File: config.mk
export PLATFORM = sky130hd
export DESIGN_NAME = pkpd_power_key_decoder
export DESIGN_NICKNAME = d
export VERILOG_FILES = /design/src/rtl/pkpd_pkg.sv /design/src/rtl/pkpd_power_key_decoder.sv /design/src/rtl/pkpd_key_filter.sv
export VERILOG_INCLUDE_DIRS = /design/src /design/src/rtl
export SDC_FILE = /design/constraint.sdc
export NUM_CORES = 1
export LEC_CHECK = 0
export ABC_AREA = 1
export BUFFER_PORTS_ARGS = -buffer_cell sky130_fd_sc_hd__buf_2
export CORE_ASPECT_RATIO = 1.75
export CORE_MARGIN = 3
export CORE_UTILIZATION = 68
export DETAILED_ROUTE_END_ITERATION = 12
export PLACE_DENSITY = 0.87
export SLEW_MARGIN = 20
export SYNTH_ARGS = -nofsm -noshare
export SYNTH_HDL_FRONTEND = slang
export SYNTH_HIERARCHICAL = 1
export SYNTH_SLANG_ARGS = --single-unit
File: constraint.sdc
create_clock -name sys_clk -period 6.7 [get_ports sys_clk]
set_input_delay 1.34 -clock sys_clk [delete_from_list [all_inputs] [get_ports sys_clk]]
set_output_delay 1.34 -clock sys_clk [all_outputs]
set_load 0.005 [all_outputs]
File: src/rtl/pkpd_defines.svh
// Contract
// Power key is active low; one input drives on, off, restart, sleep, wake.
// From off, a press held 2 s to 8 s starts the module.
// While running, a press over 0.5 s requests the shutdown or restart prompt.
// A press held 9 s to 15 s forces shutdown without software; the code forces off once the hold reaches 9 s and never checks 15 s.
// In standby, a 0.1 s press enters sleep.
// While sleeping, a 0.1 s press wakes the module.
// Standby enters sleep on its own after a software-set idle time.
// Two active-low volume keys, up and down, each reported when pressed; the code reports them only while powerState is not PKPD_OFF.
// Presses outside every window for the current state change nothing.
`ifndef PKPD_DEFINES_SVH
`define PKPD_DEFINES_SVH

// Clock rate in hertz
`define PKPD_CLK_HZ         25000000
// Window edges in milliseconds
`define PKPD_ON_MIN_MS      2000
`define PKPD_ON_MAX_MS      8000
`define PKPD_PROMPT_MS      500
`define PKPD_FORCE_MIN_MS   9000
`define PKPD_FORCE_MAX_MS   15000
`define PKPD_TAP_MS         100
// Cycle counts: least times round up, longest round down
`define PKPD_CYC_UP(ms)     ((64'(ms) * `PKPD_CLK_HZ + 999) / 1000)
`define PKPD_CYC_DN(ms)     ((64'(ms) * `PKPD_CLK_HZ) / 1000)
// Volume key debounce, 20 ms
`define PKPD_DEB_MS         20
// Width of the press duration counter
`define PKPD_CNT_W          30
// Width of the idle timeout value, in milliseconds
`define PKPD_IDLE_W         24
// Millisecond tick divider
`define PKPD_MS_DIV         `PKPD_CYC_DN(1)

`endif

File: src/rtl/pkpd_pkg.sv
package pkpd_pkg;
    `include "pkpd_defines.svh"
    typedef logic [`PKPD_CNT_W-1:0]  pkpd_cnt_t;
    typedef logic [`PKPD_IDLE_W-1:0] pkpd_idle_t;
    typedef enum logic [1:0] {
        PKPD_OFF      = 2'b00,
        PKPD_STANDBY  = 2'b01,
        PKPD_SLEEPING = 2'b10
    } pkpd_state_e;
endpackage

File: src/rtl/pkpd_power_key_decoder.sv
`timescale 1ns/1ps
`include "pkpd_defines.svh"
module pkpd_power_key_decoder
    import pkpd_pkg::*;
#(
    parameter longint unsigned ON_MIN_CYC    = `PKPD_CYC_UP(`PKPD_ON_MIN_MS),
    parameter longint unsigned ON_MAX_CYC    = `PKPD_CYC_DN(`PKPD_ON_MAX_MS),
    parameter longint unsigned PROMPT_CYC    = `PKPD_CYC_UP(`PKPD_PROMPT_MS),
    parameter longint unsigned FORCE_MIN_CYC = `PKPD_CYC_UP(`PKPD_FORCE_MIN_MS),
    parameter longint unsigned FORCE_MAX_CYC = `PKPD_CYC_DN(`PKPD_FORCE_MAX_MS),
    parameter longint unsigned TAP_CYC       = `PKPD_CYC_UP(`PKPD_TAP_MS),
    parameter longint unsigned MS_CYC        = `PKPD_MS_DIV,
    parameter int unsigned     DEB_CYC       = 32'(`PKPD_CYC_UP(`PKPD_DEB_MS))
) (
    // Clock and reset
    input  wire logic                  sys_clk,
    input  wire logic                  rst,
    // Key pins, active low
    input  wire logic                  power_key_n,
    input  wire logic                  volume_up_key_n,
    input  wire logic                  volume_down_key_n,
    // Software settings
    input  wire logic                  autoSleepEn,
    input  wire pkpd_pkg::pkpd_idle_t  autoSleepMs,
    input  wire logic                  softShutdown,
    // Power state
    output pkpd_pkg::pkpd_state_e      powerState,
    output logic                       powerOnReq,
    output logic                       forceOffReq,
    output logic                       sleepReq,
    output logic                       wakeReq,
    // Software events
    output logic                       promptReq,
    output logic                       volumeUpEvt,
    output logic                       volumeDownEvt
);
    import pkpd_pkg::*;

    ////////////////////////////////////////////////////////////////////////////
    // Power key synchroniser

    logic        pwrSyncA;
    logic        pwrSyncB;
    logic        pwrHeld;
    pkpd_cnt_t   holdCnt;
    logic        promptSent;
    logic        forceSent;
    pkpd_idle_t  idleMs;
    logic [19:0] msDiv;
    pkpd_state_e next_powerState;

    // Both edges of the key seen through three flops
    always_ff @(posedge sys_clk or posedge rst) begin
        if (rst) begin
            pwrSyncA <= 1'b1;
            pwrSyncB <= 1'b1;
            pwrHeld  <= 1'b0;
        end else begin
            pwrSyncA <= power_key_n;
            pwrSyncB <= pwrSyncA;
            pwrHeld  <= ~pwrSyncB;
        end
    end

    ////////////////////////////////////////////////////////////////////////////
    // Hold duration and window decode

    function automatic logic inWin(pkpd_cnt_t c, longint unsigned lo, longint unsigned hi);
        inWin = (64'(c) >= lo) && (64'(c) <= hi);
    endfunction

    wire pressing   = pwrHeld;
    wire releasing  = ~pwrHeld && (holdCnt != '0);
    wire atMax      = (holdCnt == {`PKPD_CNT_W{1'b1}});
    wire onWin      = inWin(holdCnt, ON_MIN_CYC, ON_MAX_CYC);
    wire forceHit   = pressing && (64'(holdCnt) == FORCE_MIN_CYC);
    wire promptHit  = pressing && (64'(holdCnt) == PROMPT_CYC);
    wire tapWin     = (64'(holdCnt) >= TAP_CYC) && (64'(holdCnt) < PROMPT_CYC);
    wire msTick     = (64'(msDiv) == MS_CYC - 1);
    wire idleDone   = autoSleepEn && (idleMs >= autoSleepMs);

    // Counts cycles the key is held; it saturates instead of wrapping
    always_ff @(posedge sys_clk or posedge rst) begin
        if (rst) begin
            holdCnt <= '0;
        end else if (pressing) begin
            holdCnt <= atMax ? holdCnt : holdCnt + 1'b1;
        end else begin
            holdCnt <= '0;
        end
    end

    // Millisecond tick for the idle timer
    always_ff @(posedge sys_clk or posedge rst) begin
        if (rst) begin
            msDiv <= 20'h00000;
        end else begin
            msDiv <= msTick ? 20'h00000 : msDiv + 20'h00001;
        end
    end

    ////////////////////////////////////////////////////////////////////////////
    // State machine

    // A force-off fires once while held; beyond 15 s it is not repeated
    wire doForce = forceHit && (powerState != PKPD_OFF) && !forceSent;
    wire doOn    = releasing && onWin && (powerState == PKPD_OFF);
    wire doTapSl = releasing && tapWin && (powerState == PKPD_STANDBY);
    wire doAuto  = idleDone && msTick && (powerState == PKPD_STANDBY)
                   && !pressing;
    wire doWake  = releasing && tapWin && (powerState == PKPD_SLEEPING);
    wire doSoft  = softShutdown && (powerState != PKPD_OFF);

    // Anything not matched above leaves the state alone
    always_comb begin
        next_powerState = powerState;
        case (powerState)
            PKPD_OFF: begin
                if (doOn) next_powerState = PKPD_STANDBY;
            end
            PKPD_STANDBY: begin
                if (doForce || doSoft) next_powerState = PKPD_OFF;
                else if (doTapSl || doAuto) next_powerState = PKPD_SLEEPING;
            end
            PKPD_SLEEPING: begin
                if (doForce || doSoft) next_powerState = PKPD_OFF;
                else if (doWake) next_powerState = PKPD_STANDBY;
            end
            default: begin
                next_powerState = PKPD_OFF;
            end
        endcase
    end

    always_ff @(posedge sys_clk or posedge rst) begin
        if (rst) begin
            powerState <= PKPD_OFF;
        end else begin
            powerState <= next_powerState;
        end
    end

    // One-shot guards for the held-key events
    always_ff @(posedge sys_clk or posedge rst) begin
        if (rst) begin
            promptSent <= 1'b0;
            forceSent  <= 1'b0;
        end else if (!pressing) begin
            promptSent <= 1'b0;
            forceSent  <= 1'b0;
        end else begin
            promptSent <= promptSent | promptHit;
            forceSent  <= forceSent | forceHit;
        end
    end

    // Idle timer restarts while the power key is held or outside standby
    always_ff @(posedge sys_clk or posedge rst) begin
        if (rst) begin
            idleMs <= '0;
        end else if (pressing || powerState != PKPD_STANDBY) begin
            idleMs <= '0;
        end else if (msTick && !idleDone) begin
            idleMs <= idleMs + 1'b1;
        end
    end

    ////////////////////////////////////////////////////////////////////////////
    // Event outputs, one-cycle pulses

    always_ff @(posedge sys_clk or posedge rst) begin
        if (rst) begin
            powerOnReq  <= 1'b0;
            forceOffReq <= 1'b0;
            sleepReq    <= 1'b0;
            wakeReq     <= 1'b0;
            promptReq   <= 1'b0;
        end else begin
            powerOnReq  <= doOn;
            forceOffReq <= doForce;
            sleepReq    <= (powerState == PKPD_STANDBY) && !doForce && !doSoft
                           && (doTapSl || doAuto);
            wakeReq     <= (powerState == PKPD_SLEEPING) && !doForce && !doSoft
                           && doWake;
            promptReq   <= promptHit && !promptSent
                           && (powerState != PKPD_OFF);
        end
    end

    ////////////////////////////////////////////////////////////////////////////
    // Volume keys

    logic upPulse;
    logic downPulse;

    pkpd_key_filter #(.DEB_CYC(DEB_CYC)) uVolUp (
        .sys_clk    (sys_clk),
        .rst        (rst),
        .key_n      (volume_up_key_n),
        .pressed    (),
        .pressPulse (upPulse)
    );

    pkpd_key_filter #(.DEB_CYC(DEB_CYC)) uVolDown (
        .sys_clk    (sys_clk),
        .rst        (rst),
        .key_n      (volume_down_key_n),
        .pressed    (),
        .pressPulse (downPulse)
    );

    // Reported only while the module runs
    always_ff @(posedge sys_clk or posedge rst) begin
        if (rst) begin
            volumeUpEvt   <= 1'b0;
            volumeDownEvt <= 1'b0;
        end else begin
            volumeUpEvt   <= upPulse && (powerState != PKPD_OFF);
            volumeDownEvt <= downPulse && (powerState != PKPD_OFF);
        end
    end
endmodule

File: src/rtl/pkpd_key_filter.sv
`timescale 1ns/1ps
// Synchronises one active-low key and debounces it into a held level
module pkpd_key_filter #(
    parameter int unsigned DEB_CYC = 1
) (
    // Clock and reset
    input  wire logic sys_clk,
    input  wire logic rst,
    // Raw key, active low
    input  wire logic key_n,
    // Debounced pressed level and press pulse
    output logic      pressed,
    output logic      pressPulse
);
    logic        syncA;
    logic        syncB;
    logic [19:0] stable;
    wire         rawPressed = ~syncB;
    wire         settled    = (stable == 20'(DEB_CYC));

    // Two-stage synchroniser; only syncB is read by logic
    always_ff @(posedge sys_clk or posedge rst) begin
        if (rst) begin
            syncA <= 1'b1;
            syncB <= 1'b1;
        end else begin
            syncA <= key_n;
            syncB <= syncA;
        end
    end

    // Debounce: contact bounce would otherwise cut presses into pieces
    always_ff @(posedge sys_clk or posedge rst) begin
        if (rst) begin
            stable     <= 20'h00000;
            pressed    <= 1'b0;
            pressPulse <= 1'b0;
        end else begin
            pressPulse <= 1'b0;
            if (rawPressed == pressed) begin
                stable <= 20'h00000;
            end else if (settled) begin
                stable     <= 20'h00000;
                pressed    <= rawPressed;
                pressPulse <= rawPressed;
            end else begin
                stable <= stable + 20'h00001;
            end
        end
    end
endmodule

Word-level counts from Yosys, hierarchy flattened
Cells that the tools add are included.
{"block": "totals", "ff_bits": 136, "latchBits": 0, "ramBits": 0, "mem_bits_ro": 0, "memories": 0}
{"block": "classes", "n_addsub": 5, "n_mul": 0, "div": 0, "magnitude_cmp": 5, "eq_ne": 15, "shifts": 0, "n_mux": 21, "bitwise": 8, "n_reduce_logical": 44}
{"operator": "two-way mux 20 bit", "n": 5}
{"operator": "adder 20 x 1 -> 20 bit, second input constant", "n": 3}
{"operator": "two-way mux 30 bit", "n": 2}
{"operator": "two-way mux 24 bit", "n": 2}
{"operator": "== test 20 x 19 -> 1 bit, second input constant", "n": 2}
{"operator": "adder 30 x 1 -> 30 bit, second input constant", "n": 1}
{"operator": "== test 30 x 24 -> 1 bit, second input constant", "n": 1}
{"operator": "== test 30 x 28 -> 1 bit, second input constant", "n": 1}
{"operator": "== test 30 bit, second input constant", "n": 1}
{"operator": "greater-or-equal comparator 30 x 22 -> 1 bit, second input constant", "n": 1}
{"operator": "greater-or-equal comparator 30 x 26 -> 1 bit, second input constant", "n": 1}
{"operator": "less-or-equal comparator 30 x 28 -> 1 bit, second input constant", "n": 1}
{"operator": "less-than comparator 30 x 24 -> 1 bit, second input constant", "n": 1}
{"operator": "nonzero test 30 bit", "n": 1}
{"operator": "logical AND 1 bit", "n": 28}
{"operator": "adder 24 x 1 -> 24 bit, second input constant", "n": 1}
{"operator": "greater-or-equal comparator 24 bit", "n": 1}
{"operator": "== test 20 x 15 -> 1 bit, second input constant", "n": 1}
{"operator": "two-way mux 2 bit", "n": 5}
{"operator": "zero test 1 bit", "n": 6}
{"operator": "two-way mux 1 bit", "n": 6}
{"operator": "inverter 1 bit", "n": 6}
{"operator": "one-hot mux 2 bit (3 select lines)", "n": 1}
{"operator": "inequality test 2 bit, second input constant", "n": 2}
{"operator": "other kinds (12)", "n": 18}

Logic depth before layout (Yosys ltp)
Gate-level depths: netlist of run 1.
{"block": "depth", "ltp_word": 9, "ltp_mapped": 16}

By module
Netlist of run 1, hierarchy kept.
{"module": "pkpd_power_key_decoder", "instances": 1, "cells_each": 981, "area_each_um2": 6655.1}
{"module": "pkpd_key_filter", "instances": 2, "cells_each": 182, "area_each_um2": 1380.1}

Worst setup path before layout of run 1
OpenSTA, ideal clock, no wires.
{"block": "synth_timing", "kind": "input port to flip-flop", "start": "input port autoSleepMs[17]", "end": "register idleMs[17]", "setup_ps": 117, "t_arrival_ps": 2580, "slack_ps": 4003, "cell_stages": 13, "cell_sequence": "inv_1 -> ha_1 -> nand2_1 -> inv_1 -> o21bai_1 -> a21oi_1 -> nor2_1 -> nand3_2 -> nand2_4 -> nand2_8 -> buf_4 -> nand3_1 -> nand2_1"}
{"block": "synth_between", "elab_chain_cells": 5}
{"item": "start: declaration", "line_no": "pkpd_power_key_decoder.sv:24", "rtl": "input wire pkpd_pkg::pkpd_idle_t autoSleepMs,"}
{"item": "greater-or-equal comparator 24 bit", "line_no": "pkpd_power_key_decoder.sv:80", "rtl": "wire idleDone = autoSleepEn && (idleMs >= autoSleepMs);"}
{"item": "logical AND 1 bit", "line_no": "pkpd_power_key_decoder.sv:80"}
{"item": "zero test 1 bit", "line_no": "pkpd_power_key_decoder.sv:163", "rtl": "end else if (msTick && !idleDone) begin"}
{"item": "logical AND 1 bit", "line_no": "pkpd_power_key_decoder.sv:163"}
{"item": "nonzero test 2 bit (no source line)"}
{"item": "end signal: assignment", "line_no": "pkpd_power_key_decoder.sv:164", "rtl": "idleMs <= idleMs + 1'b1;"}
{"item": "end: declaration", "line_no": "pkpd_power_key_decoder.sv:48", "rtl": "pkpd_idle_t idleMs;"}
No other way between the ends.
A chain may end at the register's enable or synchronous reset.

Worst setup path in the final report of run 1
{"block": "layout_timing", "start": "register powerState[1]", "end": "register powerState[0]"}
{"block": "layout_between", "elab_chain_cells": 6, "elab_cells_between_ends": 21, "cone_classes": "5 x eq/ne; 3 x mux; 13 x reduce/logical"}
{"item": "start: declaration", "line_no": "pkpd_power_key_decoder.sv:27", "rtl": "output pkpd_pkg::pkpd_state_e powerState,"}
{"item": "start signal: assignment", "line_no": "pkpd_power_key_decoder.sv:139", "rtl": "powerState <= next_powerState;"}
{"item": "== test 2 x 1 -> 1 bit / nonzero test 2 bit (equally long branches)"}
{"item": "logical AND 1 bit, on equally long branches", "line_no": "pkpd_power_key_decoder.sv:109, pkpd_power_key_decoder.sv:106"}
{"item": "logical AND 1 bit, on equally long branches", "line_no": "pkpd_power_key_decoder.sv:110, pkpd_power_key_decoder.sv:106"}
{"item": "logical OR 1 bit, on equally long branches", "line_no": "pkpd_power_key_decoder.sv:123, pkpd_power_key_decoder.sv:122, pkpd_power_key_decoder.sv:126"}
{"item": "inequality test 3 x 1 -> 1 bit (no source line) (tied with other cells)"}
{"item": "AND reduction 3 bit (no source line) / one-hot mux 2 bit (3 select lines) (equally long branches)"}
Parallel ways exist; a longest one is shown, timed or not.

==> metrics.md, run 1 <==
| Metric | Value |
|---|---|
| Status | `completed` |
| Hold Startpoint | `pwrSyncA$_DFF_PP1_` |
| CTS Buffer Depth | `2` |
| Worst setup EP type | `flip-flop` |
| Leakage | `0.004966 uW` |
| Fin crit share | `42.29%` |
| CTS tree | `built` |
| Synthesized Nets | `approximately 1400` |
| R2R Path Start | `powerState[1]$_DFFE_PP0P_` |
| Area growth syn-to-layout | `9.063%` |
| Top cells by area, synth | `dfrtp_1 35%, nand2_1 13%, nor2_1 9.5%` |
| # port buffers | `39` |
| IO Count | `40` |
| Filler instances | `1079` |
| Crit Reg-Reg Endpoint | `powerState[0]$_DFFE_PP0P_` |
| CP bufs+invs | `2` |
| Async S/R FF share, synth | `100.0%` |
| Post-synth EDFFs | `0` |
| Clock skew | `0.009801 ns` |
| Die W | `94.95 um` |
| CP peak stage delay | `0.62 ns` |
| Hold-fix buffers, CTS | `0` |
| Routed len/inst | `15.81 um` |
| H-tree Lvls | `4` |
| Slew Viols, Final | `0` |
| Ant diodes | `0` |
| Hold Crit Depth | `0` |
| DIE HEIGHT | `roughly 160 um` |
| Iter 0 DRT Violations | `551` |
| Die ar. | `between 15000 and 20000 um^2` |
| Vias in the first global route | `9143` |
| Vias/cell | `5.797` |
| GRT Total Usage | `between 30 and 40%` |
| Hold Crit Class | `reg -> reg` |
| PD cells | `roughly 180 nW/um^2` |
| R2R Setup Slk | `3.87 ns` |
| Placer Congestion | `a little over 1` |
| Core region area | `about 13000 um^2` |
| Post-cts resize count | `0` |
| Synth top area share | `34.55%` |
| Area leader, netlist | `dfrtp_1` |
| TritonCTS Buffers | `17` |
| Hold Path End | `pwrSyncB$_DFF_PP1_` |
| Clk root buf | `clkbuf_16` |
| Minimum clock period | `between 2 and 3 ns` |
| Slew margin rel. | `37.79%` |
| Library cells used by synthesis | `46` |
| DRT Pass-1 Iters | `7` |
| Clock sinks | `136` |
| CP max stage cell | `nor2_4` |
| First-pass GRT wire length | `41.19 mm` |
| Worst Setup Start Kind | `flip-flop` |
| Maximum VDD drop | `between 0.15 and 0.2 mV` |
| Number of synthesized register bits | `~140` |
| Final-report setup violation count | `0` |
| Skew-Pair Late Insertion Delay | `between 0.4 and 0.5 ns` |
| CP arrival | `3.14 ns` |
| Vias | `a little over 9000` |
| Least-Margin Pin Slew | `0.9297 ns` |
| FMAX | `roughly 0.35 GHz` |
| Drt drc | `0` |
| Data required time of the critical path | `~7 ns` |
| Final Hold Viols | `0` |
| Setup CP Type | `reg -> reg` |
| Clock-pin slew on the worst setup and hold paths | `0.06 ns` |
| Final Util | `about three quarters` |
| RSZ-0062 raised after global routing | `false` |
| Post-route ant nets | `0` |
| Max-cap violations | `0` |
| Syn Area/Cell | `7.000 um^2` |
| Ys Warns | `6` |
| Starting Density | `between 60% and 70%` |
| R2r worst-path depth | `8` |
| Delay-heaviest family, CP | `simple AND/OR/NAND/NOR gates` |
| Most common cell in the synthesized netlist | `nand2_1` |
| Cell area after synthesis | `9415 um^2` |
| Critical path fanouts, max | `30` |
| Rows | `56` |
| Post-CTS Setup Repair Bufs | `0` |
| Most common flop cell mapped by yosys | `dfrtp_1` |
| Fin Setup TNS | `0 ns` |
| Commonest cells post-synth | `327 x nand2_1, 239 x nor2_1, 172 x inv_1` |
| Routed WL | `24.81 mm` |
| Fraction of layout cells with a size suffix above 1 | `roughly 12%` |
| Largest net degree at the start of global routing | `between 70 and 80` |
| Sequential area share after synthesis | `36.23%` |
| Gr ovfl total | `0` |
| Tot Pwr | `1820 uW` |
| Crit-path cells | `nor2_2 > inv_1 > nor2_4 > inv_1 > nor2_1 > nand3_1 > nand3_1 > o21ai_1` |
| Total Nets Final | `1445` |
| Post-DP HPWL | `18.78 mm` |
| Initial antenna violation count | `0` |
| Syn Inst Count | `1345` |
## worst max path at each step
stage	from	to	slack (ns)	cells after the start
CTS	powerState[1]$_DFFE_PP0P_	powerState[0]$_DFFE_PP0P_	3.90	8
global placement	autoSleepMs[15]	idleMs[7]$_DFFE_PP0P_	3.63	14
detailed placement	autoSleepMs[15]	idleMs[20]$_DFFE_PP0P_	3.56	14
floorplan	rst	forceOffReq$_DFF_PP0_	3.08	1
global route	powerState[0]$_DFFE_PP0P_	powerState[0]$_DFFE_PP0P_	3.67	9
finish	powerState[1]$_DFFE_PP0P_	powerState[0]$_DFFE_PP0P_	3.87	8
## placed cells by master, fill, tap and decap left out, types with 25 or more instances in the layout
cell type	Yosys	routed
buf_2	12	39
dfrtp_1	130	130
ha_1	32	32
inv_1	172	171
nand2_1	327	327
nand3_1	110	110
nand4_1	39	39
nor2_1	239	239
nor2_2	25	25
nor3_1	33	33
xor2_1	30	30
## through the flow
| step | instances | setup slack, ns | hold WS [ns] | area, um^2 |
|---|---|---|---|---|
| 2_1_floorplan | 1345 | 3.085 | 0.3452 | 9415 |
| 3_3_place_gp | 1537 | 3.628 | 0.3456 | 9701 |
| 3_5_place_dp | 1537 | 3.556 | 0.3495 | 9701 |
| 4_1_cts | 1569 | 3.898 | 0.3533 | 10270 |
| 5_1_grt | 1569 | 3.674 | 0.3527 | 10270 |
| 6_report | 1569 | 3.866 | 0.3534 | 10270 |
## state kept, by name (all words and copies together), names as in the netlist, 2 cells and up
name / cells
idleMs: 24
holdCnt: 30
msDiv: 20
powerState: 2
uVolDown/stable: 20
uVolUp/stable: 20
## cell type report
type	instances	area [um^2]	share of cell area [%]
Clock buffer	18	439.2	4.277
Inverter	184	696.9	6.787
Clock inverter	14	128.9	1.255
Multi-Input combinational cell	1001	5157	50.23
Tap cell	174	217.7	2.120
Sequential cell	136	3411	33.22
Timing Repair Buffer	42	217.7	2.120
## kinds of logic after synthesis
logic type,Yosys count,share of synthesized area (%)
xor+xnor,46,4.279
compound gates,79,4.757
fa+ha+maj,32,4.252
flops,136,36.23
simple gates,844,41.49
buf+inv,208,8.997
## report_power, final
| part | total [uW] | internal (uW) | switching [uW] |
|---|---|---|---|
| sequential | 836 | 829 | 6.72 |
| combinational | 74.5 | 22.6 | 51.9 |
| clock | 910 | 502 | 407 |
## layer usage
layer / vias to the layer above / share of wire [%] / GRT usage (%)
met5: - / 0 / 0
li1: 4363 / - / -
met3: 140 / 5.8 / 6.348
met1: 4184 / 35 / 36.41
met2: 409 / 52 / 59.59
met4: 0 / 6.8 / 22.93
(Power assumes the default switching activity.)
==> run 2: changes to the inputs <==
Settings changed: ABC_AREA 1 to 0, CORE_UTILIZATION 68 to 56, PLACE_DENSITY 0.87 to 0.77.
Clock period 6.7 ns to 2.3 ns, I/O delays scaled along.
==> run 2 against run 1 <==
Compared with the run above:
- the run now ends with negative setup slack left
- clock power rose to 3.3 times the previous value
- critical path depth up 1
- non-clock buffer count grew 122
- worst hold slack got worse by 0.23 ns
- power rose to 3.1 times the previous value
- critical path type unchanged
- highest routed layer is now met5
==> metrics.md, run 2 <==
| Metric | Value |
|---|---|
| Hold-fix buffers, CTS | `0 (unchanged)` |
| R2R Setup Slk | `-0.48 ns (was 3.87 ns)` |
| Worst setup EP type | `flip-flop (unchanged)` |
| Placer Congestion | `1.042 (was 1.013)` |
| Crit Reg-Reg Endpoint | `idleMs[10]$_DFFE_PP0P_ (was powerState[0]$_DFFE_PP0P_)` |
| Worst Setup Start Kind | `flip-flop (unchanged)` |
| Top cells by area, synth | `dfrtp_1 42%, xnor2_1 5.5%, ha_1 5.1% (was dfrtp_1 35%, nand2_1 13%, nor2_1 9.5%)` |
| Iter 0 DRT Violations | `471 (was 551)` |
| Vias in the first global route | `7025 (was 9143)` |
| Post-DP HPWL | `13.67 mm (was 18.78 mm)` |
| Adder-cell share of the synthesized area | `5.132% (was 4.252%)` |
| Most common cell after layout, fill and taps aside | `dfrtp_1 (was nand2_1)` |
| Delay-heaviest family, CP | `simple AND/OR/NAND/NOR gates (unchanged)` |
| CTS tree | `built (unchanged)` |
| FMAX | `0.3603 GHz (was 0.3529 GHz)` |
| Final-report setup violation count | `27 (was 0)` |
| Least-Margin Pin Slew | `0.6678 ns (was 0.9297 ns)` |
| Biggest regs | `holdCnt: 30 flops, idleMs: 24 flops (unchanged)` |
| Data required time of the critical path | `2.66 ns (was 7.01 ns)` |
| Area growth syn-to-layout | `28.21% (was 9.063%)` |
| Synthesized Nets | `907 (was 1408)` |
| IO Count | `40 (unchanged)` |
| Tot Pwr | `5679 uW (was 1820 uW)` |
| Synth top area share | `41.70% (was 34.55%)` |
| Crit-path cells | `ha_4 > a211oi_2 > nor2_1 > or4b_1 > o311a_4 > o31a_4 > buf_4 > or4_4 > nand2_1 (was nor2_2 > inv_1 > nor2_4 > inv_1 > nor2_1 > nand3_1 > nand3_1 > o21ai_1)` |
| Gr ovfl total | `0 (unchanged)` |
| Most common flop cell mapped by yosys | `dfrtp_1 (unchanged)` |
| Max-cap violations | `0 (unchanged)` |
| Minimum clock period | `2.776 ns (was 2.834 ns)` |
| Syn Inst Count | `844 (was 1345)` |
| Routed length on met3 | `891 um (was 1.450 mm)` |
| Area leader, netlist | `dfrtp_1 (unchanged)` |
| Cell area after synthesis | `7801 um^2 (was 9415 um^2)` |
| Status | `complete, but fails checks (was completed)` |
| Ant diodes | `0 (unchanged)` |
| Setup CP Type | `reg -> reg (unchanged)` |
| Post-synthesis mux area share | `0.6415% (was 0%)` |
| Slew margin rel. | `55.48% (was 37.79%)` |
| Routed WL | `20.36 mm (was 24.81 mm)` |
| Clock-pin slew on the worst setup and hold paths | `0.07 ns (was 0.06 ns)` |
| Routed len/inst | `17.37 um (was 15.81 um)` |
| Drt drc | `0 (unchanged)` |
| RSZ-0062 raised after global routing | `true (was false)` |
| Largest net degree at the start of global routing | `61 (was 72)` |
| Rows | `56 (unchanged)` |
| Critical path fanouts, max | `8 (was 30)` |
| DIE HEIGHT | `162.1 um (was 161.7 um)` |
| Maximum VDD drop | `0.4970 mV (was 0.1641 mV)` |
| CP max stage cell | `or4b_1 (was nor2_4)` |
| Hold Crit Class | `in -> async (was reg -> reg)` |
| Filler instances | `922 (was 1079)` |
| Slew Viols, Final | `0 (unchanged)` |
| R2R Path Start | `idleMs[5]$_DFFE_PP0P_ (was powerState[1]$_DFFE_PP0P_)` |
| Async S/R FF share, synth | `100.0% (unchanged)` |
| Cell area after layout | `10000 um^2 (was 10270 um^2)` |
| Die W | `95.22 um (was 94.95 um)` |
| Sequential area share after synthesis | `43.72% (was 36.23%)` |
| Largest register FFs | `30 (unchanged)` |
| Leakage | `0.004533 uW (was 0.004966 uW)` |
| Violated checks | `negative setup slack` |
| CTS Buffer Depth | `2 (unchanged)` |
| Cell Area, Placed | `8937 um^2 (was 9701 um^2)` |
| Largest family of logic cells by synthesized area | `simple AND/OR/NAND/NOR gates (unchanged)` |
| Initial antenna violation count | `1 (was 0)` |
| Starting Density | `57.69% (was 69.99%)` |
| PD cells | `567.8 nW/um^2 (was 177.2 nW/um^2)` |
| Number of synthesized register bits | `136 (unchanged)` |
| Library cells used by synthesis | `58 (was 46)` |
| Skew-Pair Late Insertion Delay | `0.42 ns (was 0.43 ns)` |
| Routed met1 length | `7.557 mm (was 8.786 mm)` |
| Total Nets Final | `1048 (was 1445)` |
| Area of the multi-input gates | `4310 um^2 (was 5157 um^2)` |
| Fin Setup TNS | `-10.03 ns (was 0 ns)` |
| Setup ws final | `-0.4758 ns (was 3.866 ns)` |
| Most common cell in the synthesized netlist | `dfrtp_1 (was nand2_1)` |
| DRT Pass-1 Iters | `5 (was 7)` |
| Most flop-heavy register | `holdCnt (unchanged)` |
| Register area | `3412 um^2 (was 3411 um^2)` |
| Met2 wire length | `10.93 mm (was 12.89 mm)` |
| First-pass GRT wire length | `32.12 mm (was 41.19 mm)` |
| Compound-Gate Fraction of Synth Area | `9.366% (was 4.757%)` |
| Vias/cell | `5.990 (was 5.797)` |
| Core region area | `13520 um^2 (was 13450 um^2)` |
| Clock sinks | `136 (unchanged)` |
| Vias | `7020 (was 9096)` |
| Xor and xnor area share after synthesis | `8.308% (was 4.279%)` |
| Hold WS | `0.1255 ns (was 0.3534 ns)` |
| Fraction of layout cells with a size suffix above 1 | `26.25% (was 12.26%)` |
| Placed Cells incl. Taps | `1127 (was 1537)` |
| GRT Total Usage | `26.07% (was 34.12%)` |
| Post-route ant nets | `0 (unchanged)` |
| R2r worst-path depth | `9 (was 8)` |
| # port buffers | `39 (unchanged)` |
| Syn Area/Cell | `9.243 um^2 (was 7.000 um^2)` |
| Final Hold Viols | `0 (unchanged)` |
| Fin crit share | `120.7% (was 42.29%)` |
| Commonest non-fill, non-tap cells in the layout | `129 x dfrtp_1, 115 x buf_4, 72 x nor2_1 (was 327 x nand2_1, 239 x nor2_1, 171 x inv_1)` |
| Top sig layer | `met5 (was met4)` |
| Die ar. | `15440 um^2 (was 15350 um^2)` |
| H-tree Lvls | `4 (unchanged)` |
| CP bufs+invs | `1 (was 2)` |
| TritonCTS Buffers | `17 (unchanged)` |
| Ys Warns | `6 (unchanged)` |
| CP peak stage delay | `0.50 ns (was 0.62 ns)` |
| Non-Filler Instances | `1172 (was 1569)` |
| Clk root buf | `clkbuf_16 (unchanged)` |
| Post-synth EDFFs | `0 (unchanged)` |
| Commonest cells post-synth | `130 x dfrtp_1, 73 x nor2_1, 61 x nand2_1 (was 327 x nand2_1, 239 x nor2_1, 172 x inv_1)` |
| Clock skew | `0.01739 ns (was 0.009801 ns)` |
| Synth Area in Simple Gates | `27.83% (was 41.49%)` |
| CP arrival | `3.14 ns (about the same)` |
run 2: changes by cell type after synthesis, moves of 15 or more:
cell / delta
nor2_2: -25
and2_1: +28
or3_1: +17
inv_1: -119
or4_1: +28
a21oi_1: +16
xnor2_1: +33
clkbuf_1: +21
nand2_2: -15
nor2_1: -166
nand3_1: -66
nand2_1: -266
run 2: cell families (layout without fill, tap and decap cells):
kind of cell / after synthesis / after routing
muxes: 5 / 5
DFF: 136 / 136
AOI/OAI and AO/OA: 110 / 110
and+or+nand+nor: 392 / 392
adders and majority gates: 32 / 32
buffers and inverters: 95 / 249
xor gates and xnor gates: 74 / 74
run 2: worst register-to-register path: stages (launching register included):
cell and delay [ns]:
dfrtp_1 0.41, ha_4 0.23, a211oi_2 0.18, nor2_1 0.08, or4b_1 0.50, o311a_4 0.17, o31a_4 0.41, buf_4 0.18
or4_4 0.46, nand2_1 0.09
run 2: worst max path at each step:
stage                                startpoint  cells past startpoint  slack (ns)                        end
after global routing      idleMs[5]$_DFFE_PP0P_                      9       -0.55     idleMs[10]$_DFFE_PP0P_
after floorplan                  autoSleepMs[5]                      9       -0.29      idleMs[5]$_DFFE_PP0P_
after detailed placement         autoSleepMs[5]                     11       -0.62     idleMs[10]$_DFFE_PP0P_
after global placement          autoSleepMs[23]                     12       -0.66  powerState[1]$_DFFE_PP0P_
final                     idleMs[5]$_DFFE_PP0P_                      9       -0.48     idleMs[10]$_DFFE_PP0P_
after CTS                 idleMs[5]$_DFFE_PP0P_                      9       -0.44     idleMs[13]$_DFFE_PP0P_
run 2: stage by stage:
| step | worst slack (ns) | utilization (%) |
|---|---|---|
| final | -0.4758 | 73.96 |
| after global routing | -0.5495 | 73.96 |
| after CTS | -0.4370 | 71.68 |
| after detailed placement | -0.6174 | 66.09 |
| after global placement | -0.6644 | 66.09 |
| after floorplan | -0.2865 | - |
run 2: cell type report:
type	instances	share of cell area (%)
clock inverter	13	2.164
timing repair buffer	164	12.02
clock buffer	19	4.328
sequential	136	34.11
multi-input combinational	613	43.09
tap	174	2.177
inverter	53	2.102
run 2: timing repair:
action	in CTS	in global routing
endpoints found under the setup margin	27	47
resized for setup	14	48
pin swaps	7	34
buffers inserted	5	6
gates cloned	0	2
run 2: routing by layer:
| layer | vias to the layer above | track usage, % |
|---|---|---|
| li1 | 3277 | - |
| met2 | 221 | 45.77 |
| met5 | - | 0 |
| met4 | 2 | 14.06 |
| met1 | 3438 | 28.55 |
| met3 | 82 | 5.653 |
run 2: report_power, final:
part	leakage, uW	internal [uW]	switching (uW)	total (uW)
sequential	0.00185	2420	19.6	2440
clock	0.000305	1940	1060	3000
combinational	0.00237	99.4	142	242
total	0.00453	4460	1220	5680
==> run 3: changes to the inputs <==
Settings changed: SYNTH_HIERARCHICAL 1 to unset.
==> run 3 against run 2 <==
Compared with the run above:
- the flow still finishes with violations (negative setup slack)
- combinational power shrank 2%
- flip-flop and latch count is the same
- clock skew shrank 0.0038 ns
- clock power shrank 4%
- sequential share of layout area shrank 1.8 points
- final cell count grew 5.5%
- non-clock buffer count grew 9
- synthesized cell count grew 5.9%
- power shrank 2.1%
- maximum frequency grew 19%
- cell area grew 5.8%
- utilization grew 1.0 points
- critical path type unchanged
- critical endpoint is now powerState[0]$_DFFE_PP0P_
- largest power group unchanged
==> metrics.md, run 3 <==
| Metric | Value |
|---|---|
| Status | `complete, but fails checks (unchanged)` |
| Violated checks | `negative setup slack (unchanged)` |
| Post-synth EDFFs | `0 (unchanged)` |
| Setup CP Type | `reg -> reg (unchanged)` |
| Cell area after synthesis | `8182 um^2 (was 7801 um^2)` |
| Most common flop cell mapped by yosys | `dfrtp_1 (unchanged)` |
| Skew-Pair Late Insertion Delay | `0.42 ns (about the same)` |
| Clk root buf | `clkbuf_16 (unchanged)` |
| Slew margin rel. | `53.26% (was 55.48%)` |
| H-tree Lvls | `4 (unchanged)` |
| Most common cell after layout, fill and taps aside | `buf_4 (was dfrtp_1)` |
| Setup ws final | `-0.02663 ns (was -0.4758 ns)` |
| Compound-Gate Fraction of Synth Area | `7.662% (was 9.366%)` |
| DIE HEIGHT | `165.9 um (was 162.1 um)` |
| Number of synthesized register bits | `136 (unchanged)` |
| Starting Density | `57.94% (was 57.69%)` |
| Async S/R FF share, synth | `100.0% (unchanged)` |
| Placed Cells incl. Taps | `1182 (was 1127)` |
| Post-DP HPWL | `14.43 mm (was 13.67 mm)` |
| Area leader, netlist | `dfrtp_1 (unchanged)` |
| Die ar. | `16150 um^2 (was 15440 um^2)` |
| Clock-pin slew on the worst setup and hold paths | `0.07 ns (about the same)` |
| Place WS | `-0.3605 ns (was -0.6174 ns)` |
| Clock sinks | `136 (unchanged)` |
| CP arrival | `2.63 ns (was 3.14 ns)` |
| Leakage | `0.004770 uW (was 0.004533 uW)` |
| GRT Total Usage | `26.30% (was 26.07%)` |
| Vias/cell | `6.053 (was 5.990)` |
| Final Hold Viols | `0 (unchanged)` |
| Post-synthesis mux area share | `2.814% (was 0.6415%)` |
| Most common cell in the synthesized netlist | `dfrtp_1 (unchanged)` |
| # port buffers | `39 (unchanged)` |
| Post-route ant nets | `0 (unchanged)` |
| PD cells | `525.3 nW/um^2 (was 567.8 nW/um^2)` |
| Data required time of the critical path | `2.60 ns (was 2.66 ns)` |
| Worst Setup Start Kind | `flip-flop (unchanged)` |
| Max-cap violations | `0 (unchanged)` |
| Syn Area/Cell | `9.152 um^2 (was 9.243 um^2)` |
| Fraction of layout cells with a size suffix above 1 | `27.55% (was 26.25%)` |
| Fin crit share | `101.2% (was 120.7%)` |
| Minimum clock period | `2.327 ns (was 2.776 ns)` |
| Synth Area in Simple Gates | `30.11% (was 27.83%)` |
| Vias | `7488 (was 7020)` |
| Biggest regs | `holdCnt: 30 flops, idleMs: 24 flops (unchanged)` |
| Non-Filler Instances | `1237 (was 1172)` |
| Ant diodes | `0 (unchanged)` |
| CTS Buffer Depth | `2 (unchanged)` |
| Most flop-heavy register | `holdCnt (unchanged)` |
| Worst setup EP type | `flip-flop (unchanged)` |
| Commonest cells post-synth | `130 x dfrtp_1, 84 x nor2_1, 80 x nand2_1 (was 130 x dfrtp_1, 73 x nor2_1, 61 x nand2_1)` |
| Placer Congestion | `0.9218 (was 1.042)` |
| Gr ovfl total | `0 (unchanged)` |
| Fin Setup TNS | `-0.05491 ns (was -10.03 ns)` |
| CTS tree | `built (unchanged)` |
| Met3 usage | `4.582% (was 5.653%)` |
| Sequential area share after synthesis | `41.69% (was 43.72%)` |
| Final-report setup violation count | `3 (was 27)` |
| Xor and xnor area share after synthesis | `8.350% (was 8.308%)` |
| Critical path fanouts, max | `8 (unchanged)` |
| Rows | `57 (was 56)` |
| Area growth syn-to-layout | `29.39% (was 28.21%)` |
| Largest net degree at the start of global routing | `42 (was 61)` |
| Adder-cell share of the synthesized area | `4.894% (was 5.132%)` |
| Core region area | `14120 um^2 (was 13520 um^2)` |
| First-pass GRT wire length | `35.06 mm (was 32.12 mm)` |
| Largest family of logic cells by synthesized area | `simple AND/OR/NAND/NOR gates (unchanged)` |
| Die W | `97.37 um (was 95.22 um)` |
| Slew Viols, Final | `0 (unchanged)` |
| Total Nets Final | `1110 (was 1048)` |
| Top cells by area, synth | `dfrtp_1 40%, ha_1 4.9%, xnor2_1 4.3% (was dfrtp_1 42%, xnor2_1 5.5%, ha_1 5.1%)` |
| Final Util | `74.97% (was 73.96%)` |
| IO Count | `40 (unchanged)` |
| Iter 0 DRT Violations | `480 (was 471)` |
| Synthesized Nets | `957 (was 907)` |
| Hold-fix buffers, CTS | `0 (unchanged)` |
| FMAX | `0.4298 GHz (was 0.3603 GHz)` |
| Met2 Track Usage GR | `47.71% (was 45.77%)` |
| Syn Inst Count | `894 (was 844)` |
| Clock skew | `0.01358 ns (was 0.01739 ns)` |
| DRT Pass-1 Iters | `8 (was 5)` |
| Tot Pwr | `5561 uW (was 5679 uW)` |
| Drt drc | `0 (unchanged)` |
| Busiest grt layer | `met2 (unchanged)` |
| Initial antenna violation count | `1 (unchanged)` |
| RSZ-0062 raised after global routing | `true (unchanged)` |
| Vias in the first global route | `7584 (was 7025)` |
| Least-Margin Pin Slew | `0.6996 ns (was 0.6678 ns)` |
| Library cells used by synthesis | `69 (was 58)` |
| Routed len/inst | `18.13 um (was 17.37 um)` |
| Hold Crit Class | `in -> async (unchanged)` |
| Commonest non-fill, non-tap cells in the layout | `124 x buf_4, 120 x dfrtp_1, 82 x nor2_1 (was 129 x dfrtp_1, 115 x buf_4, 72 x nor2_1)` |
| Met1 Usage GRT | `28.56% (was 28.55%)` |
| Synth top area share | `39.76% (was 41.70%)` |
| Largest register FFs | `30 (unchanged)` |
| Routed WL | `22.43 mm (was 20.36 mm)` |
| Maximum VDD drop | `0.5239 mV (was 0.4970 mV)` |
| Ys Warns | `0 (was 6)` |
| TritonCTS Buffers | `17 (unchanged)` |
run 3: stage by stage:
stage	instance area [um^2]	hold slack, ns
final	10590	0.1462
after global routing	10590	0.1286
after CTS	10150	0.1301
after detailed placement	9308	0.3473
after global placement	9308	0.3468
after floorplan	8208	0.3452
run 3: final timing paths:
path | from | end | slack [ns] | depth (start not counted)
max in group asynchronous | rst | uVolDown.syncB$_DFF_PP1_ | 1.46 | 3
min reg2reg | uVolDown.syncA$_DFF_PP1_ | uVolDown.syncB$_DFF_PP1_ | 0.36 | 0
max | idleMs[11]$_DFFE_PP0P_ | powerState[0]$_DFFE_PP0P_ | -0.03 | 8
min | rst | holdCnt[18]$_DFFE_PP0P_ | 0.15 | 2
min in group sys_clk | volume_down_key_n | uVolDown.syncA$_DFF_PP1_ | 0.15 | 1
max reg2reg | idleMs[11]$_DFFE_PP0P_ | powerState[0]$_DFFE_PP0P_ | -0.03 | 8
run 3: kinds of logic after synthesis:
logic type	Yosys count
AND/OR/NAND/NOR	449
XOR/XNOR	78
buffers and inverters	86
adder cells (fa/ha/maj)	32
AO/OA/AOI/OAI	90
flip-flops	136
multiplexers	23
run 3: critical path, stage by stage (launching register included):
cell and delay [ns]:
dfrtp_1 0.44, ha_4 0.30, and4_4 0.25, o211ai_1 0.10, or3_4 0.43, nand3_4 0.12
buf_8 0.15, a31oi_4 0.11, a211o_1 0.30
run 3: per-layer routing:
metal  wire length (um)  part of all wire (%)
met5                 11                 0.049
met4               1051                   4.7
met3               1170                   5.2
met2              12010                    54
met1               8186                    37
run 3: what timing repair did:
item,4_1_cts,5_1_grt
gates resized for setup,31,64
buffers inserted,14,9
endpoints found under the hold margin,0,0
cloned,0,1
endpoints found under the setup margin,32,40
pin swaps,12,24
run 3: cell type report:
cell class | instances | area [um^2]
clock buffer | 21 | 450.4
clock inverter | 11 | 171.4
sequential | 136 | 3423
timing repair buffer | 173 | 1272
inverter | 47 | 180.2
tap | 177 | 221.5
multi-input combinational | 672 | 4867
fill | 940 | 3535
run 3: power by group:
group / internal, uW / switching, uW / total, uW
clock network: 1850 / 1040 / 2890
registers: 2420 / 20.9 / 2440
logic: 92.9 / 145 / 238
